**src/i2cs_regs.svh**
```systemverilog
// register map, field positions and timing constants of the i2c slave
//
// Functional notes
// - transfer-complete low while moving, high plus interrupt
// - address-match flag set only on equal address
// - busy set on start, cleared on stop
// - direction bit one transmits, zero receives
// - after received byte drive ack bit
// - eighth bit after address stored as read/write
// - wake enable lets address match wake processor
// - sample master ack after transmitted byte
// - transmit while ack received, else release data
// - shift seven address bits msb first, compare
// - on match ack low, flag, interrupt
// - one interrupt for match, byte, timeout
// - hold clock until firmware data access
// - start is data fall while clock high
// - enable rising edge restores status flags
// - timeout resets status register, returns engine to idle, clears timeout enable
// - own address from upper seven bits
`ifndef I2CS_REGS_SVH
`define I2CS_REGS_SVH
// ***************
// register offsets
// ***************
`define I2CS_OFF_MODE  8'h00
`define I2CS_OFF_STAT  8'h04
`define I2CS_OFF_DATA  8'h08
`define I2CS_OFF_ADDR  8'h0C
`define I2CS_OFF_TMO   8'h10
`define I2CS_OFF_IE    8'h14
// ***************
// fields and reset values
// ***************
`define I2CS_MODE_POR  8'hE0
`define I2CS_STAT_POR  8'h81
`define I2CS_I2C_MODE  3'h6
`define I2CS_BITS      4'h8
// ***************
// timing
// ***************
`define I2CS_CLK_NS    8
`define I2CS_TO_UNIT_NS 976563
`endif

```
**src/i2cs_pkg.sv**
```systemverilog
// types shared by the i2c slave status logic
package i2cs_pkg;
  // bus engine states, one-hot
  typedef enum logic [8:0] {
    ST_IDLE = 9'h001,
    ST_ADDR = 9'h002,
    ST_AACK = 9'h004,
    ST_HOLD = 9'h008,
    ST_TX   = 9'h010,
    ST_TACK = 9'h020,
    ST_RX   = 9'h040,
    ST_RACK = 9'h080,
    ST_WAIT = 9'h100
  } i2cs_st_t;
  // status/control register, bit 7 down to 0
  typedef struct packed {
    logic tcf;   // transfer_complete_flag
    logic amf;   // address_match_flag
    logic busy;  // bus_busy_flag
    logic dir;   // direction_select
    logic transmit_ack_bit;  // transmit_ack_bit
    logic rw;    // read_write_flag
    logic wake;  // match_wake_enable
    logic receive_ack_flag;  // receive_ack_flag
  } i2cs_stat_t;
endpackage

```
**src/i2cs_top.sv**
```systemverilog
// i2c slave address phase, status flags and apb register file
//
// Our own choices: the APB register port and the register addresses.
`timescale 1ns/100ps
`include "i2cs_regs.svh"
module i2cs_top #(
  parameter int TO_UNIT_CYC = `I2CS_TO_UNIT_NS / `I2CS_CLK_NS
) (
  input  wire logic        clk,
  input  wire logic        rst,
  input  wire logic [7:0]  paddr,
  input  wire logic        psel,
  input  wire logic        penable,
  input  wire logic        pwrite,
  input  wire logic [31:0] pwdata,
  output logic      [31:0] prdata,
  output logic             pready,
  output logic             pslverr,
  input  wire logic        scl_in,
  input  wire logic        sda_in,
  output logic             scl_out,
  output logic             scl_oe,
  output logic             sda_out,
  output logic             sda_oe,
  output logic             irq,
  output logic             wake
);
  import i2cs_pkg::*;

  // ***************
  // helpers
  // ***************
  // address decode, used for every register
  function automatic logic hit(input logic [7:0] a,
                               input logic [7:0] off);
    hit = (a == off);
  endfunction

  // ***************
  // declarations
  // ***************
  logic [7:0]   mode_reg;     // serial_mode_control
  logic [7:0]   addr_reg;     // slave_address_register
  logic [7:0]   data_reg;     // shared_data_register
  logic         toen_reg;     // timeout enable
  logic         tof_reg;      // timeout_flag
  logic [5:0]   tsel_reg;     // timeout period select
  logic         ie_reg;       // interface_interrupt_enable
  i2cs_stat_t   stat_reg;     // serial_slave_status_control
  i2cs_st_t     st_reg;       // engine state
  logic [3:0]   cnt_reg;      // bit counter
  logic [7:0]   sh_reg;       // shift register
  logic [2:0]   scl_sy_reg;   // scl sync pair plus history
  logic [2:0]   sda_sy_reg;   // sda sync pair plus history
  logic         en_d_reg;     // enable history
  logic [31:0]  prdata_reg;
  logic         pready_reg;
  logic         pslverr_reg;
  logic         scl_oe_reg;
  logic         sda_oe_reg;
  logic         irq_reg;
  logic         wake_reg;
  logic         to_run_reg;   // timeout armed
  logic [31:0]  pre_reg;      // cycles inside one unit
  logic [5:0]   unit_reg;     // completed units
  // one-cycle events from the engine to the flags; ev_bit is not pulsed and holds the sampled bit
  logic ev_start, ev_stop, ev_match, ev_begin;
  logic ev_done, ev_ack, ev_bit, ev_rxb;

  // ***************
  // decode
  // ***************
  wire scl_s    = scl_sy_reg[1];
  wire scl_d    = scl_sy_reg[2];
  wire sda_s    = sda_sy_reg[1];
  wire sda_d    = sda_sy_reg[2];
  wire scl_rise = scl_s & ~scl_d;
  wire scl_fall = ~scl_s & scl_d;
  wire start_det = scl_s & scl_d & sda_d & ~sda_s;
  wire stop_det  = scl_s & scl_d & ~sda_d & sda_s;
  wire enable   = mode_reg[1];
  wire active   = enable & (mode_reg[7:5] == `I2CS_I2C_MODE);
  wire en_rise  = enable & ~en_d_reg;
  wire acc_done = psel & penable & pready_reg;
  wire wr_hit   = acc_done & pwrite;
  wire rd_hit   = acc_done & ~pwrite;
  wire h_mode   = hit(paddr, `I2CS_OFF_MODE);
  wire h_stat   = hit(paddr, `I2CS_OFF_STAT);
  wire h_data   = hit(paddr, `I2CS_OFF_DATA);
  wire h_addr   = hit(paddr, `I2CS_OFF_ADDR);
  wire h_tmo    = hit(paddr, `I2CS_OFF_TMO);
  wire h_ie     = hit(paddr, `I2CS_OFF_IE);
  wire mapped   = h_mode | h_stat | h_data | h_addr | h_tmo | h_ie;
  wire data_wr  = wr_hit & h_data;
  wire data_rd  = rd_hit & h_data;
  wire pre_end  = (pre_reg == TO_UNIT_CYC - 1);
  // timeout fires after (select+1) units without an scl fall
  wire to_fire  = to_run_reg & toen_reg & pre_end
                  & (unit_reg == tsel_reg);
  wire addr_eq  = (sh_reg[7:1] == addr_reg[7:1]);
  wire [7:0] rd_byte =
      h_mode ? mode_reg :
      h_stat ? stat_reg :
      h_data ? data_reg :
      h_addr ? addr_reg :
      h_tmo  ? {toen_reg, tof_reg, tsel_reg} :
      h_ie   ? {7'h00, ie_reg} : 8'h00;

  // ***************
  // pin synchronisers
  // ***************
  // bit 0 is only read by bit 1; edges use bits 1 and 2
  always_ff @(posedge clk or posedge rst) begin
    if (rst) begin
      scl_sy_reg <= 3'h7;
      sda_sy_reg <= 3'h7;
    end else begin
      scl_sy_reg <= {scl_sy_reg[1:0], scl_in};
      sda_sy_reg <= {sda_sy_reg[1:0], sda_in};
    end
  end

  // ***************
  // apb slave
  // ***************
  // one wait state: answer registered on the second access cycle
  always_ff @(posedge clk or posedge rst) begin
    if (rst) begin
      pready_reg  <= 1'b0;
      pslverr_reg <= 1'b0;
      prdata_reg  <= 32'h0000_0000;
    end else begin
      pready_reg  <= psel & penable & ~pready_reg;
      pslverr_reg <= psel & penable & ~pready_reg & ~mapped;
      if (psel & penable & ~pready_reg)
        prdata_reg <= {24'h00_0000, rd_byte};
    end
  end

  // plain configuration registers
  always_ff @(posedge clk or posedge rst) begin
    if (rst) begin
      mode_reg <= `I2CS_MODE_POR;
      addr_reg <= 8'h00;
      ie_reg   <= 1'b0;
      tsel_reg <= 6'h00;
      en_d_reg <= 1'b0;
    end else begin
      en_d_reg <= enable;
      // bit 4 is unimplemented and reads as zero
      if (wr_hit & h_mode) mode_reg <= pwdata[7:0] & 8'hEF;
      if (wr_hit & h_addr) addr_reg <= pwdata[7:0];
      if (wr_hit & h_ie)   ie_reg   <= pwdata[0];
      if (wr_hit & h_tmo)  tsel_reg <= pwdata[5:0];
    end
  end

  // data register: firmware writes, received bytes land here
  always_ff @(posedge clk or posedge rst) begin
    if (rst) data_reg <= 8'h00;
    else if (ev_rxb) data_reg <= sh_reg;
    else if (data_wr) data_reg <= pwdata[7:0];
  end

  // ***************
  // timeout
  // ***************
  // armed by start plus match, restarted by each scl fall
  always_ff @(posedge clk or posedge rst) begin
    if (rst) begin
      to_run_reg <= 1'b0;
      pre_reg    <= 32'h0000_0000;
      unit_reg   <= 6'h00;
    end else begin
      if (ev_match) to_run_reg <= 1'b1;
      else if (stop_det | to_fire | ~active) to_run_reg <= 1'b0;
      if (~to_run_reg | scl_fall | pre_end) pre_reg <= 32'h0000_0000;
      else pre_reg <= pre_reg + 32'h0000_0001;
      if (~to_run_reg | scl_fall) unit_reg <= 6'h00;
      else if (pre_end) unit_reg <= unit_reg + 6'h01;
    end
  end

  // enable clears on a timeout; flag set beats a software clear
  always_ff @(posedge clk or posedge rst) begin
    if (rst) begin
      toen_reg <= 1'b0;
      tof_reg  <= 1'b0;
    end else begin
      if (wr_hit & h_tmo) begin
        toen_reg <= pwdata[7];
        tof_reg  <= pwdata[6];
      end
      if (to_fire) begin
        toen_reg <= 1'b0;
        tof_reg  <= 1'b1;
      end
    end
  end

  // ***************
  // bus engine
  // ***************
  always_ff @(posedge clk or posedge rst) begin
    if (rst) begin
      st_reg     <= ST_IDLE;
      cnt_reg    <= 4'h0;
      sh_reg     <= 8'h00;
      sda_oe_reg <= 1'b0;
      scl_oe_reg <= 1'b0;
      ev_start <= 1'b0; ev_stop <= 1'b0; ev_match <= 1'b0;
      ev_begin <= 1'b0; ev_done <= 1'b0; ev_ack   <= 1'b0;
      ev_bit   <= 1'b0; ev_rxb  <= 1'b0;
    end else begin
      ev_start <= 1'b0; ev_stop <= 1'b0; ev_match <= 1'b0;
      ev_begin <= 1'b0; ev_done <= 1'b0; ev_ack   <= 1'b0;
      ev_rxb   <= 1'b0;
      if (~active | to_fire) begin
        // disabled or timed out: let go of both lines
        st_reg     <= ST_IDLE;
        sda_oe_reg <= 1'b0;
        scl_oe_reg <= 1'b0;
      end else if (start_det) begin
        st_reg     <= ST_ADDR;
        cnt_reg    <= 4'h0;
        sda_oe_reg <= 1'b0;
        scl_oe_reg <= 1'b0;
        ev_start   <= 1'b1;
        ev_begin   <= 1'b1;
      end else if (stop_det) begin
        st_reg     <= ST_IDLE;
        sda_oe_reg <= 1'b0;
        scl_oe_reg <= 1'b0;
        ev_stop    <= 1'b1;
      end else begin
        case (st_reg)
          ST_ADDR: begin
            // seven address bits msb first, then read/write
            if (scl_rise) begin
              sh_reg  <= {sh_reg[6:0], sda_s};
              cnt_reg <= cnt_reg + 4'h1;
            end else if (scl_fall && cnt_reg == `I2CS_BITS) begin
              if (addr_eq) begin
                sda_oe_reg <= 1'b1;
                ev_match   <= 1'b1;
                ev_bit     <= sh_reg[0];
                st_reg     <= ST_AACK;
              end else begin
                st_reg <= ST_WAIT;
              end
            end
          end
          ST_AACK: begin
            // end of 9th clock: release data, stretch clock
            if (scl_fall) begin
              sda_oe_reg <= 1'b0;
              scl_oe_reg <= 1'b1;
              st_reg     <= ST_HOLD;
            end
          end
          ST_HOLD: begin
            // firmware access to the data register frees scl
            if (stat_reg.dir & data_wr) begin
              scl_oe_reg <= 1'b0;
              sh_reg     <= pwdata[7:0];
              sda_oe_reg <= ~pwdata[7];
              cnt_reg    <= 4'h0;
              ev_begin   <= 1'b1;
              st_reg     <= ST_TX;
            end else if (~stat_reg.dir & data_rd) begin
              scl_oe_reg <= 1'b0;
              cnt_reg    <= 4'h0;
              ev_begin   <= 1'b1;
              st_reg     <= ST_RX;
            end
          end
          ST_TX: begin
            // next bit goes out on each falling scl
            if (scl_rise) begin
              cnt_reg <= cnt_reg + 4'h1;
            end else if (scl_fall) begin
              if (cnt_reg == `I2CS_BITS) begin
                sda_oe_reg <= 1'b0;
                st_reg     <= ST_TACK;
              end else begin
                sh_reg     <= {sh_reg[6:0], 1'b0};
                sda_oe_reg <= ~sh_reg[6];
              end
            end
          end
          ST_TACK: begin
            if (scl_rise) begin
              ev_ack  <= 1'b1;
              ev_bit  <= sda_s;
              ev_done <= 1'b1;
            end else if (scl_fall) begin
              // acked: hold for next byte; else leave sda free
              if (~stat_reg.receive_ack_flag) begin
                scl_oe_reg <= 1'b1;
                st_reg     <= ST_HOLD;
              end else begin
                st_reg <= ST_WAIT;
              end
            end
          end
          ST_RX: begin
            if (scl_rise) begin
              sh_reg  <= {sh_reg[6:0], sda_s};
              cnt_reg <= cnt_reg + 4'h1;
              if (cnt_reg == `I2CS_BITS - 4'h1) begin
                ev_rxb  <= 1'b1;
                ev_done <= 1'b1;
              end
            end else if (scl_fall && cnt_reg == `I2CS_BITS) begin
              sda_oe_reg <= ~stat_reg.transmit_ack_bit;
              st_reg     <= ST_RACK;
            end
          end
          ST_RACK: begin
            if (scl_fall) begin
              sda_oe_reg <= 1'b0;
              scl_oe_reg <= 1'b1;
              st_reg     <= ST_HOLD;
            end
          end
          ST_IDLE, ST_WAIT: begin
            // not addressed or done: wait for start or stop
            sda_oe_reg <= 1'b0;
          end
          default: begin
            st_reg <= ST_IDLE;
          end
        endcase
      end
    end
  end

  // ***************
  // status flags
  // ***************
  // hardware events follow the software write, so a set wins
  always_ff @(posedge clk or posedge rst) begin
    if (rst) begin
      stat_reg <= `I2CS_STAT_POR;
    end else if (to_fire) begin
      stat_reg <= `I2CS_STAT_POR;
    end else if (en_rise) begin
      // control bits kept, flags back to defaults
      stat_reg.tcf  <= 1'b1;
      stat_reg.amf  <= 1'b0;
      stat_reg.busy <= 1'b0;
      stat_reg.rw   <= 1'b0;
      stat_reg.receive_ack_flag <= 1'b1;
    end else begin
      if (wr_hit & h_stat) begin
        stat_reg.dir  <= pwdata[4];
        stat_reg.transmit_ack_bit <= pwdata[3];
        stat_reg.wake <= pwdata[1];
      end
      if (ev_start) begin
        stat_reg.busy <= 1'b1;
        stat_reg.amf  <= 1'b0;
      end
      if (ev_stop) stat_reg.busy <= 1'b0;
      if (ev_begin) stat_reg.tcf <= 1'b0;
      if (ev_done) stat_reg.tcf <= 1'b1;
      if (ev_match) begin
        stat_reg.amf <= 1'b1;
        stat_reg.rw  <= ev_bit;
      end
      if (ev_ack) stat_reg.receive_ack_flag <= ev_bit;
    end
  end

  // ***************
  // interrupt and wake pulses
  // ***************
  // one shared request for match, byte done and timeout
  always_ff @(posedge clk or posedge rst) begin
    if (rst) begin
      irq_reg  <= 1'b0;
      wake_reg <= 1'b0;
    end else begin
      irq_reg  <= ie_reg & (ev_match | ev_done | to_fire);
      wake_reg <= stat_reg.wake & ev_match;
    end
  end

  // ***************
  // outputs
  // ***************
  // open-drain: lines only ever pulled low
  assign prdata  = prdata_reg;
  assign pready  = pready_reg;
  assign pslverr = pslverr_reg;
  assign scl_out = 1'b0;
  assign sda_out = 1'b0;
  assign scl_oe  = scl_oe_reg;
  assign sda_oe  = sda_oe_reg;
  assign irq     = irq_reg;
  assign wake    = wake_reg;
endmodule

```
**config.mk**
```make
export PLATFORM = sky130hd
export DESIGN_NAME = i2cs_top
export DESIGN_NICKNAME = d
export VERILOG_FILES = /design/src/i2cs_pkg.sv /design/src/i2cs_top.sv
export VERILOG_INCLUDE_DIRS = /design/src
export SDC_FILE = /design/constraint.sdc
export NUM_CORES = 1
export LEC_CHECK = 0
export ABC_AREA = 0
export BUFFER_PORTS_ARGS = -buffer_cell sky130_fd_sc_hd__clkbuf_2
export CAP_MARGIN = 20
export CORE_ASPECT_RATIO = 0.9
export CORE_UTILIZATION = 48
export DETAILED_ROUTE_END_ITERATION = 16
export HOLD_SLACK_MARGIN = 0.12
export PLACE_DENSITY = 0.65
export SKIP_CTS_REPAIR_TIMING = 1
export SYNTH_ARGS = -nofsm -noshare
export SYNTH_HDL_FRONTEND = slang
export SYNTH_SLANG_ARGS = --single-unit
export TNS_END_PERCENT = 30
```
**constraint.sdc**
```tcl
create_clock -name clk -period 5.2 [get_ports clk]
set_clock_uncertainty 0.05 [all_clocks]
set_input_delay 1.04 -clock clk [delete_from_list [all_inputs] [get_ports clk]]
set_output_delay 1.04 -clock clk [all_outputs]
set_load 0.05 [all_outputs]
```
==> Word level (Yosys, flattened, before mapping) <==
Index checks and enable logic that the tools add are counted.
{ "word_totals": {"regBits": 129, "out_inout_bits": 40, "wordCells": 300} }
{ "op_classes": {"n_addsub": 3, "eq_ne": 48, "muxes": 124, "bitwise_logic": 58, "reduce_logical": 28} }
{ "ops": {"columns": ["operator", "count"], "rows": [
  ["2-to-1 mux 9 bit", 17],
  ["2-to-1 mux 8 bit", 13],
  ["2-to-1 mux 1 bit", 75],
  ["one-hot mux 9 bit (7 select lines)", 1],
  ["inequality test 5 bit (second input constant)", 12],
  ["adder 32 x 1 -> 32 bit (second input constant)", 1],
  ["equality test 32 x 17 -> 1 bit (second input constant)", 1],
  ["2-to-1 mux 32 bit", 1],
  ["bitwise AND 1 bit", 29],
  ["one-hot mux 8 bit (3 select lines)", 1],
  ["2-to-1 mux 4 bit", 5],
  ["inequality test 2 bit (second input constant)", 9],
  ["inverter 1 bit", 17],
  ["equality test 8 x 4 -> 1 bit (second input constant)", 2],
  ["equality test 8 x 5 -> 1 bit (second input constant)", 2],
  ["2-to-1 mux 6 bit", 2],
  ["OR 1 bit", 12],
  ["AND reduction 12 bit", 1],
  ["nonzero test 2 bit", 6],
  ["nonzero test 3 bit", 4],
  ["nonzero test 4 bit", 3],
  ["AND reduction 10 bit", 1],
  ["equality test 9 x 1 -> 1 bit (second input constant)", 1],
  ["equality test 9 x 2 -> 1 bit (second input constant)", 1],
  ["other kinds (37)", 44]
]} }

==> Depth between registers and ports, before layout <==
{ "logic_depth": {"depth_word": 11, "depth_mapped": 10, "mapped_depth_nobuf": 8} }

==> Worst setup path before layout <==
OpenSTA, ideal clock, no wires.
{ "synth_path": {"path_type": "input port to flip-flop", "startpoint": "input paddr[1]", "endpoint": "register tsel_reg[0]", "setup_ns": 0.128, "arrival_ns": 3.004, "required_time_ns": 5.022, "setup_slack_ns": 2.019, "path_stages": 5, "n_path_buf": 0, "cell_sequence": "or4_1 > or4b_1 > nor2_2 > nand2_1 > mux2_1"} }
{ "synth_via": {"elab_chain_cells": 2} }
{ "synth_lines": {"columns": ["item", "line_no", "source"], "rows": [
  ["from (decl)", "i2cs_top.sv:11", "input wire logic [7:0] paddr,"],
  ["equality test 8 x 5 -> 1 bit", "i2cs_top.sv:36", "hit = (a == off);"],
  ["bitwise AND 1 bit", "i2cs_top.sv:154", "if (wr_hit & h_tmo) tsel_reg <= pwdata[5:0];"],
  ["to (signal assigned)", "i2cs_top.sv:154", null],
  ["to (decl)", "i2cs_top.sv:47", "logic [5:0] tsel_reg;"]
]} }
No other way between the ends.
A chain may end at the register's enable or synchronous reset.

==> Final worst setup path <==
{ "layout_path": {"startpoint": "register pre_reg[18]", "endpoint": "register ev_done"} }
{ "layout_via": {"elab_chain_cells": 5} }
{ "layout_lines": {"columns": ["item", "line_no", "source"], "rows": [
  ["from (decl)", "i2cs_top.sv:64", "logic [31:0] pre_reg;"],
  ["from (signal assigned)", "i2cs_top.sv:178", "else pre_reg <= pre_reg + 32'h0000_0001;"],
  ["equality test 32 x 17 -> 1 bit", "i2cs_top.sv:96", "wire pre_end = (pre_reg == TO_UNIT_CYC - 1);"],
  ["bitwise AND 1 bit", "i2cs_top.sv:98", "wire to_fire = to_run_reg & toen_reg & pre_end"],
  ["bitwise AND 1 bit", "i2cs_top.sv:99", "& (unit_reg == tsel_reg);"],
  ["OR 1 bit", "i2cs_top.sv:218", "if (~active | to_fire) begin"],
  ["2-to-1 mux 1 bit", "i2cs_top.sv:218", null],
  ["to (signal assigned)", "i2cs_top.sv:212", "ev_begin <= 1'b0; ev_done <= 1'b0; ev_ack <= 1'b0;"],
  ["to (signal assigned)", "i2cs_top.sv:216", "ev_begin <= 1'b0; ev_done <= 1'b0; ev_ack <= 1'b0;"],
  ["to (signal assigned)", "i2cs_top.sv:295", "ev_done <= 1'b1;"],
  ["to (decl)", "i2cs_top.sv:68", "logic ev_done, ev_ack, ev_bit, ev_rxb;"]
]} }
No other way between the ends.

==> flow_summary.ini <==
[place]
placed_area_mm2 = 0.007049
hpwl_um = 11550
place.gp.congestion = 0.8864
port-buffer-count = 36
place_inst = 857

[clocking]
numCtsBuffers = 17
cts_root_buffer = clkbuf_16
insertion_delay_ns = 0.42
htree_levels = 4
cts_tree = done
clock-sinks = 129
cts_buffer_depth = 2
clkTransAtPathRegs_ns = 0.06

[synth]
ys_seq_elements = 129
yosysTopAreaCell = dfrtp_1
ys.flop_type = dfrtp_1
async_flop_share_pct = 100.0
syn_inst = 650
synth_top_cell_area_share_pct = 43.13
synth.avg_cell_area_um2 = 10.44
yosys-top-cells-area = dfrtp_1 (43%), dfstp_2 (4.6%), nor2_1 (4.1%)
syn_area_mm2 = 0.006789
ys_seq_area_share_pct = 47.77
synth_edf_count = 0
ys_types = 65
yosys_warnings = 0

[finish]
area_delta_synth_final_pct = 12.85
final_cell_area_mm2 = 0.007661
layout.cells.non_filler = 890
multi_input_area_mm2 = 0.003283
largest_reg_flops = 32
fillers = 1172
layout-drive-gt1-share_pct = 18.40
nets = 740
regArea_mm2 = 0.003243
n_antenna_cell = 0

[critical_path]
worst-path-buf-inv = 0
path_max_fanout = 11
required_ns = 5.45
cpLargestDelayFamily = simple AND/OR/NAND/NOR gates
cpPeakStageDelay_ns = 0.66
worstSetupStartpointType = flip-flop
crit_path_end_kind = flip-flop
critPathKind = reg2reg
critPathMostFrequentCell = or4_1
slowest_stage = nor4_4
path_cells = or4_1 > or4_4 > nor4_4 > or4_1 > nor4_1 > or2_1
arrival_ns = 3.55

[power_and_ir_drop]
power_switching_w = 0.0005329
p_per_area_mw_per_mm2 = 304.3
intPower_w = 0.001798
seqPwrFrac_pct = 43.7
finalPower_w = 0.002331
swShare_pct = 22.86
combPwrFrac_pct = 4.4
clock_power_share_pct = 51.8
ir_worst_vdd_v = 0.0002336
p_leak_nw = 3.492

[global_route]
track_usage_pct = 22.95
first_global_vias = 4774
grt_pass1_wl_um = 25340
antenna_found_initial = 0
grt_overflow = 0
grt_max_degree = 46

[floorplanning]
rows = 40
dieHeight_um = 114.8
dieArea_mm2 = 0.01462
initial_core_util_pct = 50.06
die_w_um = 127.4
core_mm2 = 0.01356
pin_count = 87

[timing]
finalSetupViolations = 0
fin_crit_sh_pct = 63.56
max_freq_ghz = 0.3026
slew_headroom_pct = 45.11
slew_violations = 0
hold_viol_final = 0
setup_tns_ns = 0
max_slew.worst_pin.slew_ns = 0.8158
min_period_ns = 3.305
rsz0062_at_grt = false

[routing]
routed_wirelength_um = 15670
drt_iter0_drc = 441
route.detailed.drc = 0
drt-pass1-iter-count = 5
ant_nets = 0
wl_per_cell_um = 17.60
num_vias = 5046
avgViaCountPerCell = 5.670

[run_status]
status = finished, final reports clean

[run]
cap_violations = 0

[worst_hold_path]
hold_path.class = reg2reg
cell usage after synthesis (all sizes together), types with 8 or more instances:
library cell and n:
nor2 75, dfstp 12, xor2 28, or4 9, nand2 34, inv 13, a21o 11, or3 8
dfrtp 117, clkbuf 19, nor4 13, a22oi 15, mux2 38, xnor2 23, nor3 18, nand4 14
mux2i 15, nand4b 8, and3 11, nand3 19, buf 31, a21oi 19, o21ai 20
power by group through the flow:
stage               clock network [W]  registers (W)  logic [W]
floorplan                           0        0.00104  0.0000898
global placement                    0        0.00104   0.000103
detailed placement                  0        0.00104   0.000104
CTS                           0.00123        0.00102   0.000105
global route                  0.00127        0.00102   0.000113
finish                        0.00121        0.00102   0.000103
cell families after synthesis:
family                     share of synthesized area [%]
xor gates and xnor gates                           6.579
AOI/OAI and AO/OA                                  9.860
and+or+nand+nor                                    20.61
other                                            0.05524
adders and majority gates                         0.9215
DFF                                                47.77
buffers and inverters                              5.252
muxes                                              8.957
layout make-up:
cell class                      count  area share, %
Multi-Input combinational cell    483          42.85
Clock buffer                       20          5.830
Sequential cell                   129          42.33
Clock inverter                     12          2.058
Inverter                           13         0.6696
Tap cell                          189          3.087
Timing Repair Buffer               44          3.168
worst register-to-register path, stage by stage, from the launching register on:
cell and delay (ns):
dfrtp_1 0.45, or4_1 0.54, or4_4 0.59, nor4_4 0.66, or4_1 0.47, nor4_1 0.18, or2_1 0.25
routing by layer:
metal  global-route usage, %  part of all wire [%]
met5                       0                     0
met1                   32.75                    48
met4                   7.698                   1.1
met2                   34.79                    45
met3                   4.933                   4.9
stage by stage:
| stage | setup slack (ns) | util (%) | hold slack [ns] |
|---|---|---|---|
| 2_1_floorplan | 0.6889 | - | 0.2952 |
| 6_report | 1.895 | 56.49 | 0.3060 |
| 4_1_cts | 1.908 | 56.43 | 0.3075 |
| 5_1_grt | 1.768 | 56.49 | 0.3079 |
| 3_3_place_gp | 1.619 | 51.90 | 0.2983 |
| 3_5_place_dp | 1.543 | 51.97 | 0.2985 |
layout by cell type, fill, tap and decap left out, types with 5 or more instances in the layout:
cell       count
a311oi_1       6
or3_1          8
and3_1        11
nand4_1       14
nand3_1       19
nand2b_1       6
xor2_1        28
clkbuf_16     17
mux2_4         8
nor2_1        74
clkbuf_2      36
xnor2_1       23
a21o_1        11
nor2b_1        6
conb_1        26
mux2_2        23
a22oi_1       15
dfstp_2       12
mux2_1         7
mux2i_1       15
buf_4          7
inv_1         12
o21ai_1        5
o21ai_0       14
nor4_1        11
nand2_1       34
and4b_1        5
nand4b_1       8
ha_1           5
dfrtp_1      117
nor3_1        16
or4_1          8
a21oi_1       19
final timing paths:
check                                   startpoint                 endpoint  slack [ns]  cells past startpoint
max                          pre_reg[18]$_DFF_PP0_        ev_done$_DFF_PP0_        1.90                      6
min                        scl_sy_reg[0]$_DFF_PP1_  scl_sy_reg[1]$_DFF_PP1_        0.31                      0
max reg2reg                  pre_reg[18]$_DFF_PP0_        ev_done$_DFF_PP0_        1.90                      6
min reg2reg                scl_sy_reg[0]$_DFF_PP1_  scl_sy_reg[1]$_DFF_PP1_        0.31                      0
max in group asynchronous                      rst  sda_sy_reg[0]$_DFF_PP1_        3.53                      3
min in group asynchronous                      rst    pre_reg[18]$_DFF_PP0_        0.61                      2
Note: power is estimated with default switching activity, not from simulation.
